**src/rtl/rrio_pkg.sv**
```systemverilog
// constants shared by both ends of the remote io link
// assumes one 40 mhz clock for both ends and an apb master on the host side
package rrio_pkg;
	localparam int SLOT_COUNT  = 32;
	localparam int VALUE_WIDTH = 16;

	// edge-type dedicated lines, one bit each on the edge bus
	localparam int EDGE_ERROR_CLEAR       = 0;
	localparam int EDGE_CYCLE_HALT        = 1;
	localparam int EDGE_SERVO_ENABLE      = 2;
	localparam int EDGE_MOTION_LOCK       = 3;
	localparam int EDGE_RETREAT_REQUEST   = 4;
	localparam int EDGE_OUTPUT_CLEAR      = 5;
	localparam int EDGE_PROGRAM_SELECT    = 6;
	localparam int EDGE_OVERRIDE_SELECT   = 7;
	localparam int EDGE_PROGRAM_NUMBER_RQ = 8;
	localparam int EDGE_COUNT             = 9;

	// level-type dedicated lines
	localparam int LEVEL_SERVO_DISABLE    = 0;
	localparam int LEVEL_OPERATION_RIGHTS = 1;
	localparam int LEVEL_COUNT            = 2;

	// status lines returned by the device
	localparam int STAT_ERROR       = 0;
	localparam int STAT_CYCLE_STOP  = 1;
	localparam int STAT_SERVO_OFF   = 2;
	localparam int STAT_SERVO_ON    = 3;
	localparam int STAT_RIGHTS      = 4;
	localparam int STAT_LOCK        = 5;
	localparam int STAT_RETREAT     = 6;
	localparam int STAT_EMERGENCY   = 7;
	localparam int STAT_PROGRAM_OUT = 8;
	localparam int STAT_COUNT       = 9;

	// host apb register map, byte offsets
	localparam logic [7:0] REG_CTRL       = 8'h00;
	localparam logic [7:0] REG_PULSE      = 8'h04;
	localparam logic [7:0] REG_VALUE      = 8'h08;
	localparam logic [7:0] REG_SLOT_START = 8'h0c;
	localparam logic [7:0] REG_SLOT_HALT  = 8'h10;
	localparam logic [7:0] REG_STATUS     = 8'h14;
	localparam logic [7:0] REG_RUNNING    = 8'h18;
	localparam logic [7:0] REG_WAIT       = 8'h1c;
	localparam logic [7:0] REG_NUMERIC    = 8'h20;
	localparam logic [7:0] REG_BUSY       = 8'h24;
	localparam int         CTRL_SERVO_DISABLE = 0;
	localparam int         CTRL_RIGHTS        = 1;

	// host strobe timing
	localparam int CLK_MHZ      = 40;
	localparam int SETUP_NS     = 1000;
	localparam int HOLD_NS      = 1000;
	localparam int GAP_NS       = 1000;
	localparam int COUNT_WIDTH  = 8;
	localparam int SETUP_CYCLES = (SETUP_NS * CLK_MHZ + 999) / 1000;
	localparam int HOLD_CYCLES  = (HOLD_NS * CLK_MHZ + 999) / 1000;
	localparam int GAP_CYCLES   = (GAP_NS * CLK_MHZ + 999) / 1000;

	typedef enum logic [1:0] {
		RRIO_IDLE  = 2'b00,
		RRIO_SETUP = 2'b01,
		RRIO_HIGH  = 2'b10,
		RRIO_GAP   = 2'b11
	} rrio_seq_t;
endpackage

```
**src/rtl/rrio_link_if.sv**
```systemverilog
// dedicated input/output wires between the external sequencer and the device
// assumes both ends are clocked by their own clk_in; the wires carry no clock
`timescale 1ns/100ps
`default_nettype none
interface rrio_link_if #(
	parameter int SLOTS = rrio_pkg::SLOT_COUNT,
	parameter int WIDTH = rrio_pkg::VALUE_WIDTH
);
	logic [rrio_pkg::EDGE_COUNT-1:0]  edge_line;
	logic [rrio_pkg::LEVEL_COUNT-1:0] level_line;
	logic [SLOTS-1:0]                 slot_start;
	logic [SLOTS-1:0]                 slot_halt;
	logic [WIDTH-1:0]                 numeric_value_bus_set;
	logic [rrio_pkg::STAT_COUNT-1:0]  status_line;
	logic [SLOTS-1:0]                 slot_running;
	logic [SLOTS-1:0]                 slot_wait;
	logic [WIDTH-1:0]                 numeric_value_bus_get;

	modport device (
		input  edge_line, level_line, slot_start, slot_halt, numeric_value_bus_set,
		output status_line, slot_running, slot_wait, numeric_value_bus_get
	);
	modport host (
		output edge_line, level_line, slot_start, slot_halt, numeric_value_bus_set,
		input  status_line, slot_running, slot_wait, numeric_value_bus_get
	);
endinterface
`default_nettype wire

```
**src/rtl/rrio_device_end.sv**
```systemverilog
// robot controller end of the dedicated remote io: command interpreter
// assumes the link wires come from another domain and the motion core
// reports events on the plain user-side ports, all on clk_in
//
// Operation
// RULE1: level inputs act only while held on
// RULE2: edge inputs act on off-to-on, then hold
// RULE3: error clear edge clears error; error shown
// RULE4: cycle halt edge starts cycle stop, shown
// RULE5: servo disable level forces servos off, echoed
// RULE6: servo enable edge turns servos on, shown
// RULE7: rights level requested; rights valid shown
// RULE8: motion lock edge toggles lock, state shown
// RULE9: retreat edge starts evasion return, shown
// RULE10: output clear edge resets general outputs
// RULE11: emergency indication while emergency has occurred
// RULE12: each slot start edge starts that slot
// RULE13: slot halt level stops slot, wait shown
// RULE14: program select edge latches numeric value
// RULE15: override select edge latches override value
// RULE16: numeric groups span configured width, level sampled
// RULE17: program request edge outputs program, indicator
// RULE18: inputs synchronised, edges from sample compare
//
// The register addresses and the APB slave port were chosen for this implementation.
`timescale 1ns/100ps
`default_nettype none
module rrio_device_end #(
	parameter int SLOTS = rrio_pkg::SLOT_COUNT,
	parameter int WIDTH = rrio_pkg::VALUE_WIDTH
) (
	input  wire logic             clk_in,
	input  wire logic             rst_b_in,
	rrio_link_if.device           link,
	input  wire logic             rights_permit_in,
	input  wire logic             error_event_in,
	input  wire logic             emergency_in,
	input  wire logic             cycle_end_in,
	input  wire logic             retreat_done_in,
	input  wire logic [SLOTS-1:0] slot_done_in,
	output logic                  servo_on_out,
	output logic                  motion_lock_out,
	output logic                  cycle_stop_out,
	output logic                  retreat_active_out,
	output logic [SLOTS-1:0]      slot_running_out,
	output logic [SLOTS-1:0]      slot_wait_out,
	output logic                  general_output_clear_out,
	output logic [WIDTH-1:0]      program_selection_out,
	output logic [WIDTH-1:0]      override_value_out
);
	localparam int EC     = rrio_pkg::EDGE_COUNT;
	localparam int LC     = rrio_pkg::LEVEL_COUNT;
	localparam int SYNC_W = EC + LC + 2 * SLOTS + WIDTH;

	logic [SYNC_W-1:0] raw, meta, sync, prev;
	logic [EC-1:0]     edge_now, edge_old, edge_rise;
	logic [LC-1:0]     level_now;
	logic [SLOTS-1:0]  start_now, start_old, start_rise;
	logic [SLOTS-1:0]  halt_now;
	logic [WIDTH-1:0]  value_now;
	logic              rights_valid;
	logic [EC-1:0]     cmd;

	logic             error, next_error;
	logic             emergency, next_emergency;
	logic             cycle_stop, next_cycle_stop;
	logic             servo_on, next_servo_on;
	logic             lock, next_lock;
	logic             retreat, next_retreat;
	logic             gpo_clear, next_gpo_clear;
	logic             prog_out, next_prog_out;
	logic [WIDTH-1:0] prog_id, next_program;
	logic [WIDTH-1:0] override, next_override;
	logic [SLOTS-1:0] running, next_running;

	assign raw = {link.numeric_value_bus_set, link.slot_halt, link.slot_start, link.level_line, link.edge_line};

	// two-stage synchroniser plus one previous sample for edge detection;
	// meta feeds only sync so a metastable level never reaches logic
	always_ff @(posedge clk_in or negedge rst_b_in) begin
		if (!rst_b_in) begin
			meta <= '0;
			sync <= '0;
			prev <= '0;
		end else begin
			meta <= raw; // [RULE18]
			sync <= meta;
			prev <= sync;
		end
	end

	// split the sampled vector back into its groups
	assign edge_now  = sync[0 +: EC];
	assign edge_old  = prev[0 +: EC];
	assign level_now = sync[EC +: LC];
	assign start_now = sync[EC + LC +: SLOTS];
	assign start_old = prev[EC + LC +: SLOTS];
	assign halt_now  = sync[EC + LC + SLOTS +: SLOTS];
	assign value_now = sync[EC + LC + 2 * SLOTS +: WIDTH]; // [RULE16]

	// off-to-on detection; a line held high fires only once
	assign edge_rise  = edge_now & ~edge_old;   // [RULE2] [RULE18]
	assign start_rise = start_now & ~start_old; // [RULE2]

	// edge commands and slot starts count only while the sequencer holds the rights
	// and the controller side permits remote operation
	assign rights_valid = level_now[rrio_pkg::LEVEL_OPERATION_RIGHTS] & rights_permit_in; // [RULE7] [RULE1]
	assign cmd          = rights_valid ? edge_rise : '0;

	// controller state; every hardware set wins over a same-cycle clear
	always_comb begin
		next_error      = error;
		next_emergency  = emergency;
		next_cycle_stop = cycle_stop;
		next_servo_on   = servo_on;
		next_lock       = lock;
		next_retreat    = retreat;
		next_prog_out   = prog_out;
		next_program    = prog_id;
		next_override   = override;
		next_running    = running;

		if (cmd[rrio_pkg::EDGE_ERROR_CLEAR]) begin
			next_error     = 1'b0; // [RULE3]
			next_emergency = 1'b0;
		end
		if (error_event_in) begin
			next_error = 1'b1; // [RULE3]
		end
		// the safety circuit level sets the flag; it stays up until an error clear edge after release
		if (emergency_in) begin
			next_emergency = 1'b1; // [RULE11]
		end

		if (cycle_end_in) begin
			next_cycle_stop = 1'b0;
		end
		if (cmd[rrio_pkg::EDGE_CYCLE_HALT]) begin
			next_cycle_stop = 1'b1; // [RULE4]
		end

		// disable is a level and not gated by rights, for safety
		if (level_now[rrio_pkg::LEVEL_SERVO_DISABLE] || next_emergency) begin
			next_servo_on = 1'b0; // [RULE5] [RULE1]
		end else if (cmd[rrio_pkg::EDGE_SERVO_ENABLE]) begin
			next_servo_on = 1'b1; // [RULE6]
		end

		if (cmd[rrio_pkg::EDGE_MOTION_LOCK]) begin
			next_lock = ~lock; // [RULE8]
		end

		if (retreat_done_in || !next_servo_on) begin
			next_retreat = 1'b0;
		end
		if (cmd[rrio_pkg::EDGE_RETREAT_REQUEST] && next_servo_on) begin
			next_retreat = 1'b1; // [RULE9]
		end

		if (cmd[rrio_pkg::EDGE_PROGRAM_SELECT]) begin
			next_program  = value_now; // [RULE14]
			next_prog_out = 1'b0;
		end
		if (cmd[rrio_pkg::EDGE_OVERRIDE_SELECT]) begin
			next_override = value_now; // [RULE15]
		end
		if (cmd[rrio_pkg::EDGE_PROGRAM_NUMBER_RQ]) begin
			next_prog_out = 1'b1; // [RULE17]
		end

		// a finished cycle stop ends every running slot
		if (cycle_end_in && cycle_stop) begin
			next_running = '0;
		end
		next_running = next_running & ~slot_done_in;
		if (rights_valid && servo_on && !error) begin
			next_running = next_running | start_rise; // [RULE12]
		end
		if (!next_servo_on) begin
			next_running = '0;
		end
	end

	// general output reset is a one-cycle pulse to the output block
	assign next_gpo_clear = cmd[rrio_pkg::EDGE_OUTPUT_CLEAR]; // [RULE10]

	always_ff @(posedge clk_in or negedge rst_b_in) begin
		if (!rst_b_in) begin
			error      <= 1'b0;
			emergency  <= 1'b0;
			cycle_stop <= 1'b0;
			servo_on   <= 1'b0;
			lock       <= 1'b0;
			retreat    <= 1'b0;
			gpo_clear  <= 1'b0;
			prog_out   <= 1'b0;
			prog_id    <= '0;
			override   <= '0;
			running    <= '0;
		end else begin
			error      <= next_error;
			emergency  <= next_emergency;
			cycle_stop <= next_cycle_stop;
			servo_on   <= next_servo_on;
			lock       <= next_lock;
			retreat    <= next_retreat;
			gpo_clear  <= next_gpo_clear;
			prog_out   <= next_prog_out;
			prog_id    <= next_program;
			override   <= next_override;
			running    <= next_running;
		end
	end

	logic [rrio_pkg::STAT_COUNT-1:0] next_status, status;
	logic [SLOTS-1:0]                next_wait, wait_q;
	logic [WIDTH-1:0]                next_numeric, numeric;

	// status word for the link, registered so the lines never glitch
	always_comb begin
		next_status                            = '0;
		next_status[rrio_pkg::STAT_ERROR]      = next_error;                                // [RULE3]
		next_status[rrio_pkg::STAT_CYCLE_STOP] = next_cycle_stop;                           // [RULE4]
		next_status[rrio_pkg::STAT_SERVO_OFF]  = level_now[rrio_pkg::LEVEL_SERVO_DISABLE];  // [RULE5]
		next_status[rrio_pkg::STAT_SERVO_ON]   = next_servo_on;                             // [RULE6]
		next_status[rrio_pkg::STAT_RIGHTS]     = rights_valid;                              // [RULE7]
		next_status[rrio_pkg::STAT_LOCK]       = next_lock;                                 // [RULE8]
		next_status[rrio_pkg::STAT_RETREAT]    = next_retreat;                              // [RULE9]
		next_status[rrio_pkg::STAT_EMERGENCY]  = next_emergency;                            // [RULE11]
		next_status[rrio_pkg::STAT_PROGRAM_OUT] = next_prog_out;                            // [RULE17]
		next_wait    = next_running & halt_now;            // [RULE13] [RULE1]
		next_numeric = next_prog_out ? next_program : '0;  // [RULE17]
	end

	always_ff @(posedge clk_in or negedge rst_b_in) begin
		if (!rst_b_in) begin
			status  <= '0;
			wait_q  <= '0;
			numeric <= '0;
		end else begin
			status  <= next_status;
			wait_q  <= next_wait;
			numeric <= next_numeric;
		end
	end

	// link and controller-side outputs
	assign link.status_line           = status;
	assign link.slot_running          = running & ~wait_q; // halted slot shows wait, not operating
	assign link.slot_wait             = wait_q;
	assign link.numeric_value_bus_get = numeric;
	assign servo_on_out               = servo_on;
	assign motion_lock_out            = lock;
	assign cycle_stop_out             = cycle_stop;
	assign retreat_active_out         = retreat;
	assign slot_running_out           = running & ~wait_q; // [RULE13]
	assign slot_wait_out              = wait_q;
	assign general_output_clear_out   = gpo_clear;
	assign program_selection_out      = prog_id;
	assign override_value_out         = override;
endmodule
`default_nettype wire

```
**src/flat_wrapper.sv**
```systemverilog
// flat-port wrapper written by rule: the top's interface ports become plain ports
module rrio_device_end_flat 
#(
	parameter int SLOTS = rrio_pkg::SLOT_COUNT,
	parameter int WIDTH = rrio_pkg::VALUE_WIDTH
)
  (clk_in, rst_b_in, rights_permit_in, error_event_in, emergency_in, cycle_end_in, retreat_done_in, slot_done_in, servo_on_out, motion_lock_out, cycle_stop_out, retreat_active_out, slot_running_out, slot_wait_out, general_output_clear_out, program_selection_out, override_value_out, link_edge_line, link_level_line, link_slot_start, link_slot_halt, link_numeric_value_bus_set, link_status_line, link_slot_running, link_slot_wait, link_numeric_value_bus_get);
  rrio_link_if #(.SLOTS(SLOTS), .WIDTH(WIDTH)) link_i ();
  input  wire logic clk_in;
  input  wire logic rst_b_in;
  input  wire logic rights_permit_in;
  input  wire logic error_event_in;
  input  wire logic emergency_in;
  input  wire logic cycle_end_in;
  input  wire logic retreat_done_in;
  input  wire logic [SLOTS-1:0] slot_done_in;
  output logic servo_on_out;
  output logic motion_lock_out;
  output logic cycle_stop_out;
  output logic retreat_active_out;
  output logic [SLOTS-1:0] slot_running_out;
  output logic [SLOTS-1:0] slot_wait_out;
  output logic general_output_clear_out;
  output logic [WIDTH-1:0] program_selection_out;
  output logic [WIDTH-1:0] override_value_out;
  input wire logic [$bits(link_i.edge_line)-1:0] link_edge_line;
  input wire logic [$bits(link_i.level_line)-1:0] link_level_line;
  input wire logic [$bits(link_i.slot_start)-1:0] link_slot_start;
  input wire logic [$bits(link_i.slot_halt)-1:0] link_slot_halt;
  input wire logic [$bits(link_i.numeric_value_bus_set)-1:0] link_numeric_value_bus_set;
  output wire logic [$bits(link_i.status_line)-1:0] link_status_line;
  output wire logic [$bits(link_i.slot_running)-1:0] link_slot_running;
  output wire logic [$bits(link_i.slot_wait)-1:0] link_slot_wait;
  output wire logic [$bits(link_i.numeric_value_bus_get)-1:0] link_numeric_value_bus_get;
  assign link_i.edge_line = link_edge_line;
  assign link_i.level_line = link_level_line;
  assign link_i.slot_start = link_slot_start;
  assign link_i.slot_halt = link_slot_halt;
  assign link_i.numeric_value_bus_set = link_numeric_value_bus_set;
  assign link_status_line = link_i.status_line;
  assign link_slot_running = link_i.slot_running;
  assign link_slot_wait = link_i.slot_wait;
  assign link_numeric_value_bus_get = link_i.numeric_value_bus_get;
  rrio_device_end #(.SLOTS(SLOTS), .WIDTH(WIDTH)) u_core (.clk_in(clk_in), .rst_b_in(rst_b_in), .link(link_i), .rights_permit_in(rights_permit_in), .error_event_in(error_event_in), .emergency_in(emergency_in), .cycle_end_in(cycle_end_in), .retreat_done_in(retreat_done_in), .slot_done_in(slot_done_in), .servo_on_out(servo_on_out), .motion_lock_out(motion_lock_out), .cycle_stop_out(cycle_stop_out), .retreat_active_out(retreat_active_out), .slot_running_out(slot_running_out), .slot_wait_out(slot_wait_out), .general_output_clear_out(general_output_clear_out), .program_selection_out(program_selection_out), .override_value_out(override_value_out));
endmodule
```
**config.mk**
```make
export PLATFORM = sky130hd
export DESIGN_NAME = rrio_device_end_flat
export DESIGN_NICKNAME = d
export VERILOG_FILES = /design/src/rtl/rrio_pkg.sv /design/src/rtl/rrio_link_if.sv /design/src/rtl/rrio_device_end.sv /design/src/flat_wrapper.sv
export SDC_FILE = /design/constraint.sdc
export NUM_CORES = 1
export LEC_CHECK = 0
export BUFFER_PORTS_ARGS = -buffer_cell sky130_fd_sc_hd__buf_2
export CELL_PAD_IN_SITES_DETAIL_PLACEMENT = 0
export CELL_PAD_IN_SITES_GLOBAL_PLACEMENT = 1
export CORE_ASPECT_RATIO = 0.75
export CORE_MARGIN = 2
export CORE_UTILIZATION = 45
export DETAILED_ROUTE_END_ITERATION = 16
export GPL_ROUTABILITY_DRIVEN = 0
export GPL_TIMING_DRIVEN = 0
export HOLD_SLACK_MARGIN = 0.15
export PLACE_DENSITY_LB_ADDON = 0.1
export SYNTH_ARGS = -nofsm -noshare
export SYNTH_HDL_FRONTEND = slang
export SYNTH_SLANG_ARGS = --single-unit
```
**constraint.sdc**
```tcl
create_clock -name clk_in -period 4.4 [get_ports clk_in]
set_input_delay 0.88 -clock clk_in [delete_from_list [all_inputs] [get_ports clk_in]]
set_output_delay 0.88 -clock clk_in [all_outputs]
set_load 0.01 [all_outputs]
```
==> metrics.cfg <==
[power]
power.density_mw_per_mm2=473
p_sw_mw=1.48
combPwrFrac_pct=6.6
p_int_mw=5.50
p_clk_share_pct=43.8
vdd_drop_max_mv=0.396
pwr-share-seq_pct=49.6
p_sw_share_pct=21.3
leakage_nw=7.56

[setup_path]
r2r_slack_ns=2.59
r2r-end=u_core.link.slot_wait[5]
ff2ff_path_depth=4
path_max_fanout=3
required_ns=3.52
slowest_stage=dfrtp_1
worst-path-buf-inv=2
timing.rr.start=u_core.sync[10]
max_stage_delay_ns=0.42
critPathTopFamily=flip-flops
end_kind=output pin
path_cells=nor2b_1 > buf_4 > buf_2
start_kind=register
critPathKind=register to output pin
critPathArrivalTime_ns=1.43

[yosys]
syn_area_per_cell_um2=16.1
synth_cells=710
synth_commonest_cells=dfrtp_1 (345), buf_4 (76), nor2b_1 (64)
ys_ff_latch=345
synth_top_flop_cell=dfrtp_1
mappedNetlistArea_mm2=0.0114
synth-warning-count=0
yosysMostFrequentCell=dfrtp_1
ys_seq_area_share_pct=75.4
synth_nets=840
synth_top_area_share_pct=75.4
synth_area_leaders=dfrtp_1 (75%), buf_4 (5.0%), nor2b_1 (3.5%)
yosys.area.top_type=dfrtp_1
synth_edf_count=0
async_reset_ff_share_pct=100
synth.distinct_cells=35

[route]
vias_per_cell=4.55
drc=0
avgRoutedWirePerCell_um=16.8
totalWireLength_um=24100
antenna_left=0
drt_pass1_iterations=4
drtIter0Drc=323
via_count=6518

[floorplan]
std_cell_rows=50
start_util_pct=45.8
die_h_um=142
die_w_um=188
io-pin-count=320
dieArea_mm2=0.0267
core_area_mm2=0.0250

[cells_and_area]
fin_nets=1198
stdcell_area_mm2=0.0148
finalNonFillerCells=1433
layout-drive-gt1-share_pct=47.7
nFillCells=2001
syn_to_final_growth_pct=29.0

[global_routing]
globalRouteOverflowTotal=0
grt_pass1_wl_um=37200
grt_pass1_vias=6512
grt_max_degree=125
antenna_found_initial=7
grtUsageTotal_pct=18.2

[sta]
setup_violations=0
slew_headroom_pct=48.7
layout_min_cycle_time_ns=2.31
finalSetupTns_ns=0
worst_slack_ns=2.09
final.period_utilization_pct=52.4
worst_slew_pin_slew_ns=0.769
hold_violations=0
rsz0062_at_grt=false
clock.fmax_mhz=433
fin_skew_ns=0.00933
timing.hold.ws_ns=0.245
final_max_slew_viol_count=0

[placed_design]
place_area_mm2=0.0136
dpl.cell_count=1370
port_buffers=319
hpwl_um=16700
place_ws_ns=2.00

[cts]
cts_resized=0
postCtsHoldBufs=0
postCtsSetupRepairBufs=0
clkTransAtPathRegs_ns=0.06
cts_root_buf=clkbuf_16
numCtsBuffers=34
clkLatencyLatePin_ns=0.49
cts_max_level=2
cts_sinks=345
clockBufferDepth=3
cts_tree=yes

[run_status]
status=completed

[min_path]
hold_path_class=primary input to async pin

[run]
cap_violations=0

-- worst max path at each step --
| stage | start | endpoint | slack (ns) | cells past startpoint |
|---|---|---|---|---|
| after global routing | u_core.link.slot_wait[0] | slot_running_out[0] | 1.99 | 3 |
| after CTS | u_core.link.slot_wait[0] | slot_running_out[0] | 2.03 | 3 |
| after detailed placement | rights_permit_in | u_core.link.slot_wait[5] | 2.00 | 5 |
| final | u_core.link.slot_wait[0] | slot_running_out[0] | 2.09 | 3 |
| after floorplan | rights_permit_in | u_core.link.numeric_value_bus_get[10] | 2.59 | 4 |
| after global placement | rst_b_in | u_core.link.slot_wait[18] | -4.09 | 1 |
-- power by group through the flow --
stage	registers (mW)	logic (mW)	clock network, mW
6_report	3.47	0.462	3.06
5_1_grt	3.49	0.507	3.26
4_1_cts	3.47	0.476	3.13
3_5_place_dp	3.53	0.474	0
3_3_place_gp	3.52	0.460	0
2_1_floorplan	3.56	0.146	0
-- logic make-up (layout without fill, tap and decap cells) --
kind of cell,Yosys count,after routing,synth area share [%]
flip-flops,345,345,75.4
AND/OR/NAND/NOR,144,144,9.61
buffers and inverters,134,515,7.55
AO/OA/AOI/OAI,54,54,4.18
multiplexers,32,32,3.15
XOR/XNOR,1,1,0.0765
other,0,4,0
-- through the flow --
stage / util [%] / power, mW
finish: 59.2 / 6.99
global route: 59.1 / 7.26
CTS: 59.1 / 7.08
detailed placement: 54.3 / 4.00
global placement: 53.9 / 3.98
floorplan: - / 3.71
-- layout make-up --
type	count	area, um^2	share of cell area [%]
inverter	37	139	0.941
tap	338	423	2.86
antenna	4	10.0	0.0678
timing repair buffer	322	1690	11.4
sequential	345	8630	58.5
multi-input combinational	231	1950	13.2
clock inverter	10	178	1.20
buffer	97	726	4.91
clock buffer	49	1020	6.91
-- worst register-to-register path: stages, from the launching register on --
cell and delay [ns]:
dfrtp_1 0.44, and4b_1 0.23, o21bai_1 0.23, buf_1 0.62, nor4b_1 0.13
-- routing by layer --
layer	global-route usage [%]	wire length (um)	vias up
met5	0	41	-
met4	5.30	460	6
met3	5.65	1960	38
met2	27.8	10700	226
met1	25.3	10900	3189
li1	-	-	3059
-- placed cells by master, fill, tap and decap left out, types with 5 or more instances in the layout --
cell / count
mux2_2: 26
mux2_1: 6
dfrtp_1: 345
a32oi_1: 32
bufinv_16: 5
clkbuf_8: 5
buf_6: 7
clkbuf_16: 37
a22o_1: 16
inv_1: 36
nor3_1: 31
nor2b_1: 64
nor4b_1: 11
buf_2: 328
buf_4: 76
nor4b_2: 20
clkbuf_1: 9
-- registers in the layout (all words and copies together) (netlist names), 7 cells and up --
name                               cells
u_core.link.numeric_value_bus_get     16
u_core.link.status_line                7
u_core.meta                           91
u_core.prev                           42
u_core.link.slot_wait                 32
u_core.override_value_out             16
u_core.sync                           91
u_core.running                        32
u_core.program_selection_out          16
Power figures use the tool's default switching activity.
